`config.mk`:
```
export PLATFORM = sky130hd
export DESIGN_NAME = phyvr_top
export DESIGN_NICKNAME = d
export VERILOG_FILES = /design/src/phyvr_pkg.sv /design/src/phyvr_ctrl_if.sv /design/src/phyvr_req_clear.sv /design/src/phyvr_top.sv
export SDC_FILE = /design/constraint.sdc
export NUM_CORES = 1
export LEC_CHECK = 0
export ABC_AREA = 0
export BUFFER_PORTS_ARGS = -buffer_cell sky130_fd_sc_hd__buf_4
export CAP_MARGIN = 15
export CORE_MARGIN = 2
export CORE_UTILIZATION = 45
export CTS_BUF_LIST = sky130_fd_sc_hd__clkbuf_4
export DETAILED_ROUTE_END_ITERATION = 6
export PLACE_DENSITY = 0.81
export SETUP_SLACK_MARGIN = 0.1
export SYNTH_ARGS = -nofsm -noshare
export SYNTH_HDL_FRONTEND = slang
export SYNTH_HIERARCHICAL = 1
export SYNTH_SLANG_ARGS = --single-unit
```
`constraint.sdc`:
```
create_clock -name sys_clk -period 1.6 [get_ports sys_clk]
set_input_delay 0.16 -clock sys_clk [delete_from_list [all_inputs] [get_ports sys_clk]]
set_output_delay 0.16 -clock sys_clk [all_outputs]
set_load 0.05 [all_outputs]
```
`src/phyvr_pkg.sv`:
```
// Constants, types and decode helpers for the paged register block.
// Assumes a single 200 MHz device clock and the page selector held
// outside this block in base register 7.
`default_nettype none

package phyvr_pkg;

   // Clock and soft reset pulse timing
   localparam int CLK_PERIOD_NS  = 5;
   localparam int SWRST_PULSE_NS = 20;
   localparam int SWRST_CNT_W    = 3;
   localparam logic [SWRST_CNT_W-1:0] SWRST_CYC =
      SWRST_CNT_W'((SWRST_PULSE_NS + CLK_PERIOD_NS - 1) / CLK_PERIOD_NS);
   localparam logic [SWRST_CNT_W-1:0] SWRST_CNT_ZERO = 3'h0;
   localparam logic [SWRST_CNT_W-1:0] SWRST_CNT_ONE  = 3'h1;

   // Page selector values
   localparam logic [2:0] PG_IDENT  = 3'h1;
   localparam logic [2:0] PG_VENDOR = 3'h7;

   // Paged addresses (the paged window is 1000b to 1111b)
   localparam int         PAGED_BIT        = 3;
   localparam logic [3:0] ADDR_COMPLIANCE  = 4'h8;
   localparam logic [3:0] ADDR_MAKER_HI    = 4'hA;
   localparam logic [3:0] ADDR_MAKER_MID   = 4'hB;
   localparam logic [3:0] ADDR_MAKER_LO    = 4'hC;
   localparam logic [3:0] ADDR_PART_HI     = 4'hD;
   localparam logic [3:0] ADDR_PART_MID    = 4'hE;
   localparam logic [3:0] ADDR_PART_LO     = 4'hF;
   localparam logic [3:0] ADDR_VCTRL       = 4'h8;
   localparam logic [3:0] ADDR_SOFT_RESET  = 4'hE;

   // Register contents and field positions; position 0 is the data LSB
   localparam logic [7:0] COMPLIANCE_VAL  = 8'h01;
   localparam logic [7:0] READ_ZERO       = 8'h00;
   localparam int         NULL_FLAG_BIT   = 7;
   localparam int         SPEED_MSB       = 1;
   localparam int         SPEED_LSB       = 0;
   localparam int         SOFT_RESET_BIT  = 7;
   localparam logic       NULL_FLAG_RST   = 1'b0;

   typedef logic [1:0] phyvr_speed_t;
   localparam phyvr_speed_t SPD_S100 = 2'h0;
   localparam phyvr_speed_t SPD_S200 = 2'h1;
   localparam phyvr_speed_t SPD_S400 = 2'h2;
   localparam phyvr_speed_t SPEED_RST = SPD_S400;

   // Received packet lengths
   localparam int                PKT_LEN_W = 16;
   localparam logic [PKT_LEN_W-1:0] ACK_BITS = 16'h0008;

   function automatic logic reg_hit(input logic [2:0] pg,
                                    input logic [3:0] ad,
                                    input logic [2:0] want_pg,
                                    input logic [3:0] want_ad);
      return (pg == want_pg) && (ad == want_ad);
   endfunction

endpackage

`default_nettype wire

```
`src/phyvr_ctrl_if.sv`:
```
// Control fields shared between the register block and its helpers.
// Driven only by the top module; helpers read it.
`default_nettype none

interface phyvr_ctrl_if;
   import phyvr_pkg::*;
   logic         null_flag;
   phyvr_speed_t link_speed;
   logic         hard_rst;
   modport owner (output null_flag, output link_speed, output hard_rst);
   modport user  (input  null_flag, input  link_speed, input  hard_rst);
endinterface

`default_nettype wire

```
`src/phyvr_req_clear.sv`:
```
// Decides whether a received packet clears pending fair and priority
// requests. Packet end and length come from receive logic on sys_clk.
`default_nettype none

module phyvr_req_clear (
   input  wire logic                      sys_clk,
   phyvr_ctrl_if.user                     ctrl,
   input  wire logic                      arb_accel_en,
   input  wire logic                      pkt_end,
   input  wire logic [phyvr_pkg::PKT_LEN_W-1:0] pkt_bits,
   output var  logic                      clear_q
);
   import phyvr_pkg::*;

   typedef struct packed {
      logic clear;
   } phyvr_rc_state_t;

   phyvr_rc_state_t st_q;
   phyvr_rc_state_t st_d;

   always_comb begin
      st_d = '0;
      if (pkt_end) begin
         if (ctrl.null_flag && arb_accel_en) begin
            st_d.clear = (pkt_bits > ACK_BITS);
         end else begin
            st_d.clear = (pkt_bits != ACK_BITS);
         end
      end
   end

   always_ff @(posedge sys_clk) begin
      if (ctrl.hard_rst) begin
         st_q <= '0;
      end else begin
         st_q <= st_d;
      end
   end

   assign clear_q = st_q.clear;
endmodule // phyvr_req_clear

`default_nettype wire

```
`src/phyvr_top.sv`:
```
// Paged register block: identification page and vendor-dependent page.
// Requests arrive from the link-layer controller request decoder on the
// same clock; the page selector comes from base register 7.
`default_nettype none

// Summary of operation
// Page value 1 shows identification registers 1000b-1111b.
// Address 1000b reads compliance level 01h.
// Maker identifier spans 1010b-1100b, MSB first.
// Part identifier spans 1101b-1111b, MSB first.
// Page value 7 shows vendor control page.
// Flag set, acceleration on: clear only long packets.
// Flag clear: any non-acknowledge packet clears requests.
// Null-packet flag at 1000b, reset 0.
// Link speed field at 1000b, two bits.
// Link speed copied into self-ID speed.
// Peers always see S400 capability.
// Hard reset sets link speed to S400.
// Writing soft reset bit forces full reset.
// Soft reset bit always reads zero.
// Reserved bits read zero, writes ignored.
module phyvr_top #(
   parameter logic [23:0] MAKER_ID = 24'h5A_C3_71, // Arbitrary value
   parameter logic [23:0] PART_ID  = 24'h00_4D_2E  // Arbitrary value
) (
   input  wire logic                         sys_clk,
   input  wire logic                         sys_rst,
   input  wire logic [2:0]                   page_select,
   input  wire logic                         reg_rd_req,
   input  wire logic                         reg_wr_req,
   input  wire logic [3:0]                   reg_addr,
   input  wire logic [7:0]                   reg_wdata,
   input  wire logic                         bus_rst,
   input  wire logic                         arb_accel_en,
   input  wire logic                         pkt_end,
   input  wire logic [phyvr_pkg::PKT_LEN_W-1:0] pkt_bits,
   output var  logic [7:0]                   reg_rdata,
   output var  logic                         reg_rd_valid,
   output var  logic                         null_packet_keep_requests,
   output var  phyvr_pkg::phyvr_speed_t      link_speed,
   output var  phyvr_pkg::phyvr_speed_t      selfid_speed,
   output var  phyvr_pkg::phyvr_speed_t      peer_speed_cap,
   output var  logic                         soft_hard_reset,
   output var  logic                         clear_requests
);
   import phyvr_pkg::*;

   typedef struct packed {
      logic                   null_flag;
      phyvr_speed_t           link_speed;
      phyvr_speed_t           selfid_speed;
      phyvr_speed_t           peer_speed;
      logic                   soft_rst;
      logic [SWRST_CNT_W-1:0] rst_cnt;
      logic [7:0]             rdata;
      logic                   rd_valid;
   } phyvr_top_state_t;

   phyvr_top_state_t st_q;
   phyvr_top_state_t st_d;

   phyvr_ctrl_if ctrl ();

   // Requests are refused while the soft reset pulse runs
   logic req_ok;
   logic wr_vctrl;
   logic wr_soft_reset;
   logic paged;
   logic [7:0] rd_byte;

   assign req_ok = !st_q.soft_rst;
   assign paged  = reg_addr[PAGED_BIT];

   assign wr_vctrl = reg_wr_req && req_ok
                     && reg_hit(page_select, reg_addr, PG_VENDOR, ADDR_VCTRL);
   assign wr_soft_reset = reg_wr_req && req_ok
                     && reg_hit(page_select, reg_addr, PG_VENDOR,
                                ADDR_SOFT_RESET)
                     && reg_wdata[SOFT_RESET_BIT];

   // Read decode of the two pages
   always_comb begin
      rd_byte = READ_ZERO;
      if (page_select == PG_IDENT) begin
         case (reg_addr)
            ADDR_COMPLIANCE: rd_byte = COMPLIANCE_VAL;
            ADDR_MAKER_HI:   rd_byte = MAKER_ID[23:16];
            ADDR_MAKER_MID:  rd_byte = MAKER_ID[15:8];
            ADDR_MAKER_LO:   rd_byte = MAKER_ID[7:0];
            ADDR_PART_HI:    rd_byte = PART_ID[23:16];
            ADDR_PART_MID:   rd_byte = PART_ID[15:8];
            ADDR_PART_LO:    rd_byte = PART_ID[7:0];
            default:         rd_byte = READ_ZERO;
         endcase
      end else if (page_select == PG_VENDOR) begin
         case (reg_addr)
            ADDR_VCTRL: begin
               rd_byte[NULL_FLAG_BIT]         = st_q.null_flag;
               rd_byte[SPEED_MSB:SPEED_LSB]   = st_q.link_speed;
            end
            // Soft reset bit and test space read back as zero
            default:    rd_byte = READ_ZERO;
         endcase
      end
   end

   always_comb begin
      st_d          = st_q;
      st_d.rd_valid = 1'b0;
      st_d.rdata    = READ_ZERO;

      // Only the paged window of pages 1 and 7 belongs to this block
      if (reg_rd_req && req_ok && paged
          && (page_select == PG_IDENT || page_select == PG_VENDOR)) begin
         st_d.rd_valid = 1'b1;
         st_d.rdata    = rd_byte;
      end

      if (wr_vctrl) begin
         st_d.null_flag  = reg_wdata[NULL_FLAG_BIT];
         st_d.link_speed = reg_wdata[SPEED_MSB:SPEED_LSB];
      end

      // Self-ID reports the link speed; peers always see S400
      st_d.selfid_speed = st_q.link_speed;
      st_d.peer_speed   = SPD_S400;

      if (st_q.soft_rst) begin
         // Whole device held in reset for the pulse length
         st_d.null_flag  = NULL_FLAG_RST;
         st_d.link_speed = SPEED_RST;
         st_d.rst_cnt    = st_q.rst_cnt - SWRST_CNT_ONE;
         if (st_q.rst_cnt == SWRST_CNT_ONE) begin
            st_d.soft_rst = 1'b0;
         end
      end else if (wr_soft_reset) begin
         st_d.soft_rst = 1'b1;
         st_d.rst_cnt  = SWRST_CYC;
      end
   end

   always_ff @(posedge sys_clk) begin
      if (sys_rst) begin
         st_q              <= '0;
         st_q.null_flag    <= NULL_FLAG_RST;
         st_q.link_speed   <= SPEED_RST;
         st_q.selfid_speed <= SPEED_RST;
         st_q.peer_speed   <= SPD_S400;
         st_q.rst_cnt      <= SWRST_CNT_ZERO;
      end else begin
         st_q <= st_d;
      end
   end

   // Shared control fields for the helper logic
   assign ctrl.null_flag  = st_q.null_flag;
   assign ctrl.link_speed = st_q.link_speed;
   assign ctrl.hard_rst   = sys_rst || st_q.soft_rst;

   phyvr_req_clear u_req_clear (
      .sys_clk      (sys_clk),
      .ctrl         (ctrl.user),
      .arb_accel_en (arb_accel_en),
      .pkt_end      (pkt_end),
      .pkt_bits     (pkt_bits),
      .clear_q      (clear_requests)
   );

   assign reg_rdata                 = st_q.rdata;
   assign reg_rd_valid              = st_q.rd_valid;
   assign null_packet_keep_requests = st_q.null_flag;
   assign link_speed                = st_q.link_speed;
   assign selfid_speed              = st_q.selfid_speed;
   assign peer_speed_cap            = st_q.peer_speed;
   assign soft_hard_reset           = st_q.soft_rst;
endmodule // phyvr_top

`default_nettype wire

```
==> out/results.md <==
| Parameter | Reported |
| --- | --- |
| Largest cells by area after synthesis | dfxtp_1, buf_4, nand2_1, nor4_2, xnor2_1 |
| Outcome | complete, no violations |
| Global routing met1 resource utilization | 22.2% |
| Number of standard cells in the layout, taps in and fillers out | 170 |
| Area enclosed by the die boundary | 0.00257 mm^2 |
| Clock-pin slew on the worst setup and hold paths | 0.10 ns |
| Global route overflow | 0 |
| Largest fanout on the critical path | 10 |
| Dominant cell by count in the synthesized netlist | dfxtp_1 |
| Count of routing violations after the opening detailed-route iteration | 20 |
| FMAX | 0.771 GHz |
| TritonCTS clock tree | yes |
| Cell chain of the critical path | nand2b_1 > or4_4 > nand3b_1 > a21oi_1 |
| Post-Place Worst Slack | 0.311 ns |
| Number of diodes added for antenna fixing | 0 |
| Count of endpoints failing hold in the final timing report | 0 |
| Total area of multi-input combinational cells | 463 um^2 |
| Number of placement rows | 16 |
| Element type at the critical path end | flop |
| Final period demand of the worst path | 1.30 ns |
| Slack of the critical path | 0.304 ns |
| Total track usage | 17.3% |
| Number of sinks on the clock net | 19 |
| Commonest register cell after synthesis | dfxtp_1 |
| Share of layout cells above drive strength 1 | 43.4% |
| Vias in the first global route | 783 |
| Number of antenna violations at the first check in global routing | 0 |
| Buffer count from post-CTS setup fixing | 0 |
| Number of instances resized during post-cts repair | 0 |
| Clk_skew | 0.00618 ns |
| Total Power Consumption | 0.874 mW |
| Critical path required time | 1.79 ns |
| Wire length of the first global-routing pass | 3370 um |
| Unique masters post-synth | 32 |
| Routed Wire Length | 2010 um |
| Final setup vio count | 0 |
| Largest net degree at the start of global routing | 11 |
| Chip height | 50.7 um |
| Maximum level of the CTS H-tree | 1 |
| Ports placed on the boundary | 56 |
| Via-to-Cell Ratio | 4.88 |
| Sequential fraction of the synthesis area | 38.7% |
| Total negative slack | 0 ns |
| Type of the tightest min-delay check | primary input to flop |
| EDFF count, synth | 0 |
| Area delta synth->final | 31.5% |
| Standby leakage power | 0.577 nW |
| Die boundary width | 50.7 um |
| Dominant cell type by area after synthesis | dfxtp_1 |
| Number of port buffers | 47 |
| Highest cell delay on the worst timing path | 0.49 ns |
| CP max stage cell | or4_4 |
| Count of unresolved DRC violations after routing | 0 |
| CTS Hold Bufs | 0 |
| Power density over the cells | 677 mW/mm^2 |
| Latest clock arrival within the worst-skew pair | 0.30 ns |
| Synth Warn # | 6 |
| Core region area | 0.00200 mm^2 |
| WL per Instance | 11.8 um |
| Commonest cells in the netlist | dfxtp_1, buf_4, nand2_1 |
| Post-DRT Antenna Nets | 0 |
| Arrival time of data at the critical path endpoint | 1.49 ns |
| Placer congestion estimate | 0.816 |
| Initial Utilization | 49.1% |
| Number of max-slew violations in the final report | 0 |
| Max-cap violations | 0 |
| Cts bufs inserted | 3 |
| M3 GR Usage | 2.98% |
| Post-synthesis async set-or-reset flop share | 0% |
| Overall via count from detail_route | 830 |
| Setup repair after global routing missed its margin | false |
| Met2 global-route usage | 27.2% |
| Core utilization of the finished layout | 64.5% |
| Peak ir drop on the vdd network | 0.428 mV |
| Sum of net half-perimeters after detailed placement | 1660 um |
| Clock buffer depth | 2 |
| Combined area of all synthesized cells | 982 um^2 |
| Number of register bits inferred by synthesis | 19 |
| Nets | 184 |
| Clock root buffer master | clkbuf_4 |
| Layout fillers | 186 |
| Synth Instances | 106 |
| Detailed-routing iteration count for the pre-antenna-repair pass | 4 |
| Mean cell area of the mapped netlist | 9.27 um^2 |
| Final worst-path cycle share | 81.0% |
| GRT busiest layer | met2 |
| Top cell type's share of synthesized area | 38.7% |
| Crit path kind | flop to flop |
| Area taken by flip-flops and latches | 382 um^2 |
| Number of nets in the synthesized netlist | 146 |
| Number of cells in the design after placement | 166 |
| Setup crit start kind | flop |
area by class of cell:
type                    count  share of cell area [%]
repair buffers             48                    27.9
inverters                   6                    1.74
well taps                  27                    2.62
multi-input cells          66                    35.9
clock buffers               4                    2.33
flip-flops and latches     19                    29.6
path summary, 6_finish.rpt:
| check | from | endpoint | slack, ns | cells past startpoint |
|---|---|---|---|---|
| worst min register to register | st_q[10] | st_q[10] | 0.50 | 2 |
| worst max-delay path | soft_hard_reset | st_q[9] | 0.30 | 4 |
| worst min-delay path | reg_wdata[1] | link_speed[1] | 0.06 | 3 |
| worst max register to register | soft_hard_reset | st_q[9] | 0.30 | 4 |
critical path: cells and delay by family (launching register included):
family / cells / cell delay, ns
compound gates: 1 / 0.06
flops: 1 / 0.38
simple gates: 3 / 0.76
report_power, final:
group / switching (mW) / internal [mW]
clock: 0.141 / 0.114
combinational: 0.0688 / 0.0730
sequential: 0.00113 / 0.476
total: 0.211 / 0.663
placed cells by master (no fill, tap or decap):
cell / n
buf_4: 48
dfxtp_1: 18
nand2_1: 11
inv_1: 6
a21oi_1: 5
clkbuf_4: 4
nor2_1: 3
xnor2_1: 3
nand3_1: 3
nor2b_1: 3
o21ai_0: 3
nor3_1: 3
nor4_2: 3
nand2b_1: 2
or4_4: 2
nand3b_1: 2
and3_1: 2
o2111ai_1: 2
xor2_1: 2
a211oi_1: 2
ha_1: 2
conb_1: 2
and3b_1: 2
nand4b_4: 1
and4b_2: 1
nor3b_1: 1
a32oi_1: 1
o22ai_1: 1
nand4_1: 1
mux2i_1: 1
or2_2: 1
dfxtp_2: 1
nor4b_2: 1
routing by layer:
| layer | up-vias | part of all wire [%] |
|---|---|---|
| li1 | 425 | - |
| met1 | 363 | 42 |
| met2 | 36 | 48 |
| met3 | 6 | 6.9 |
| met4 | 0 | 2.7 |
| met5 | - | 0 |
through the flow:
step | hold slack (ns) | cell area (um^2)
after global placement | 0.366 | 1260
after detailed placement | 0.373 | 1260
final | 0.0637 | 1290
after CTS | 0.0599 | 1290
after floorplan | 0.222 | 983
after global routing | 0.0572 | 1290
registers in the layout, summed over array words and instances, names as in the netlist:
| name | count |
|---|---|
| reg_rdata | 8 |
| st_q | 3 |
| link_speed | 2 |
| selfid_speed | 2 |
| null_packet_keep_requests | 1 |
| reg_rd_valid | 1 |
| soft_hard_reset | 1 |
| u_req_clear/clear_q | 1 |
cells by family after synthesis:
family / Yosys count / share of synthesized area [%]
AO/OA/AOI/OAI: 14 / 8.92
XOR/XNOR: 5 / 4.46
adder cells (fa/ha/maj): 2 / 2.55
buffers and inverters: 21 / 14.1
flip-flops: 19 / 38.7
multiplexers: 1 / 1.02
other: 2 / 0.765
AND/OR/NAND/NOR: 42 / 29.4
(Power assumes the default switching activity.)
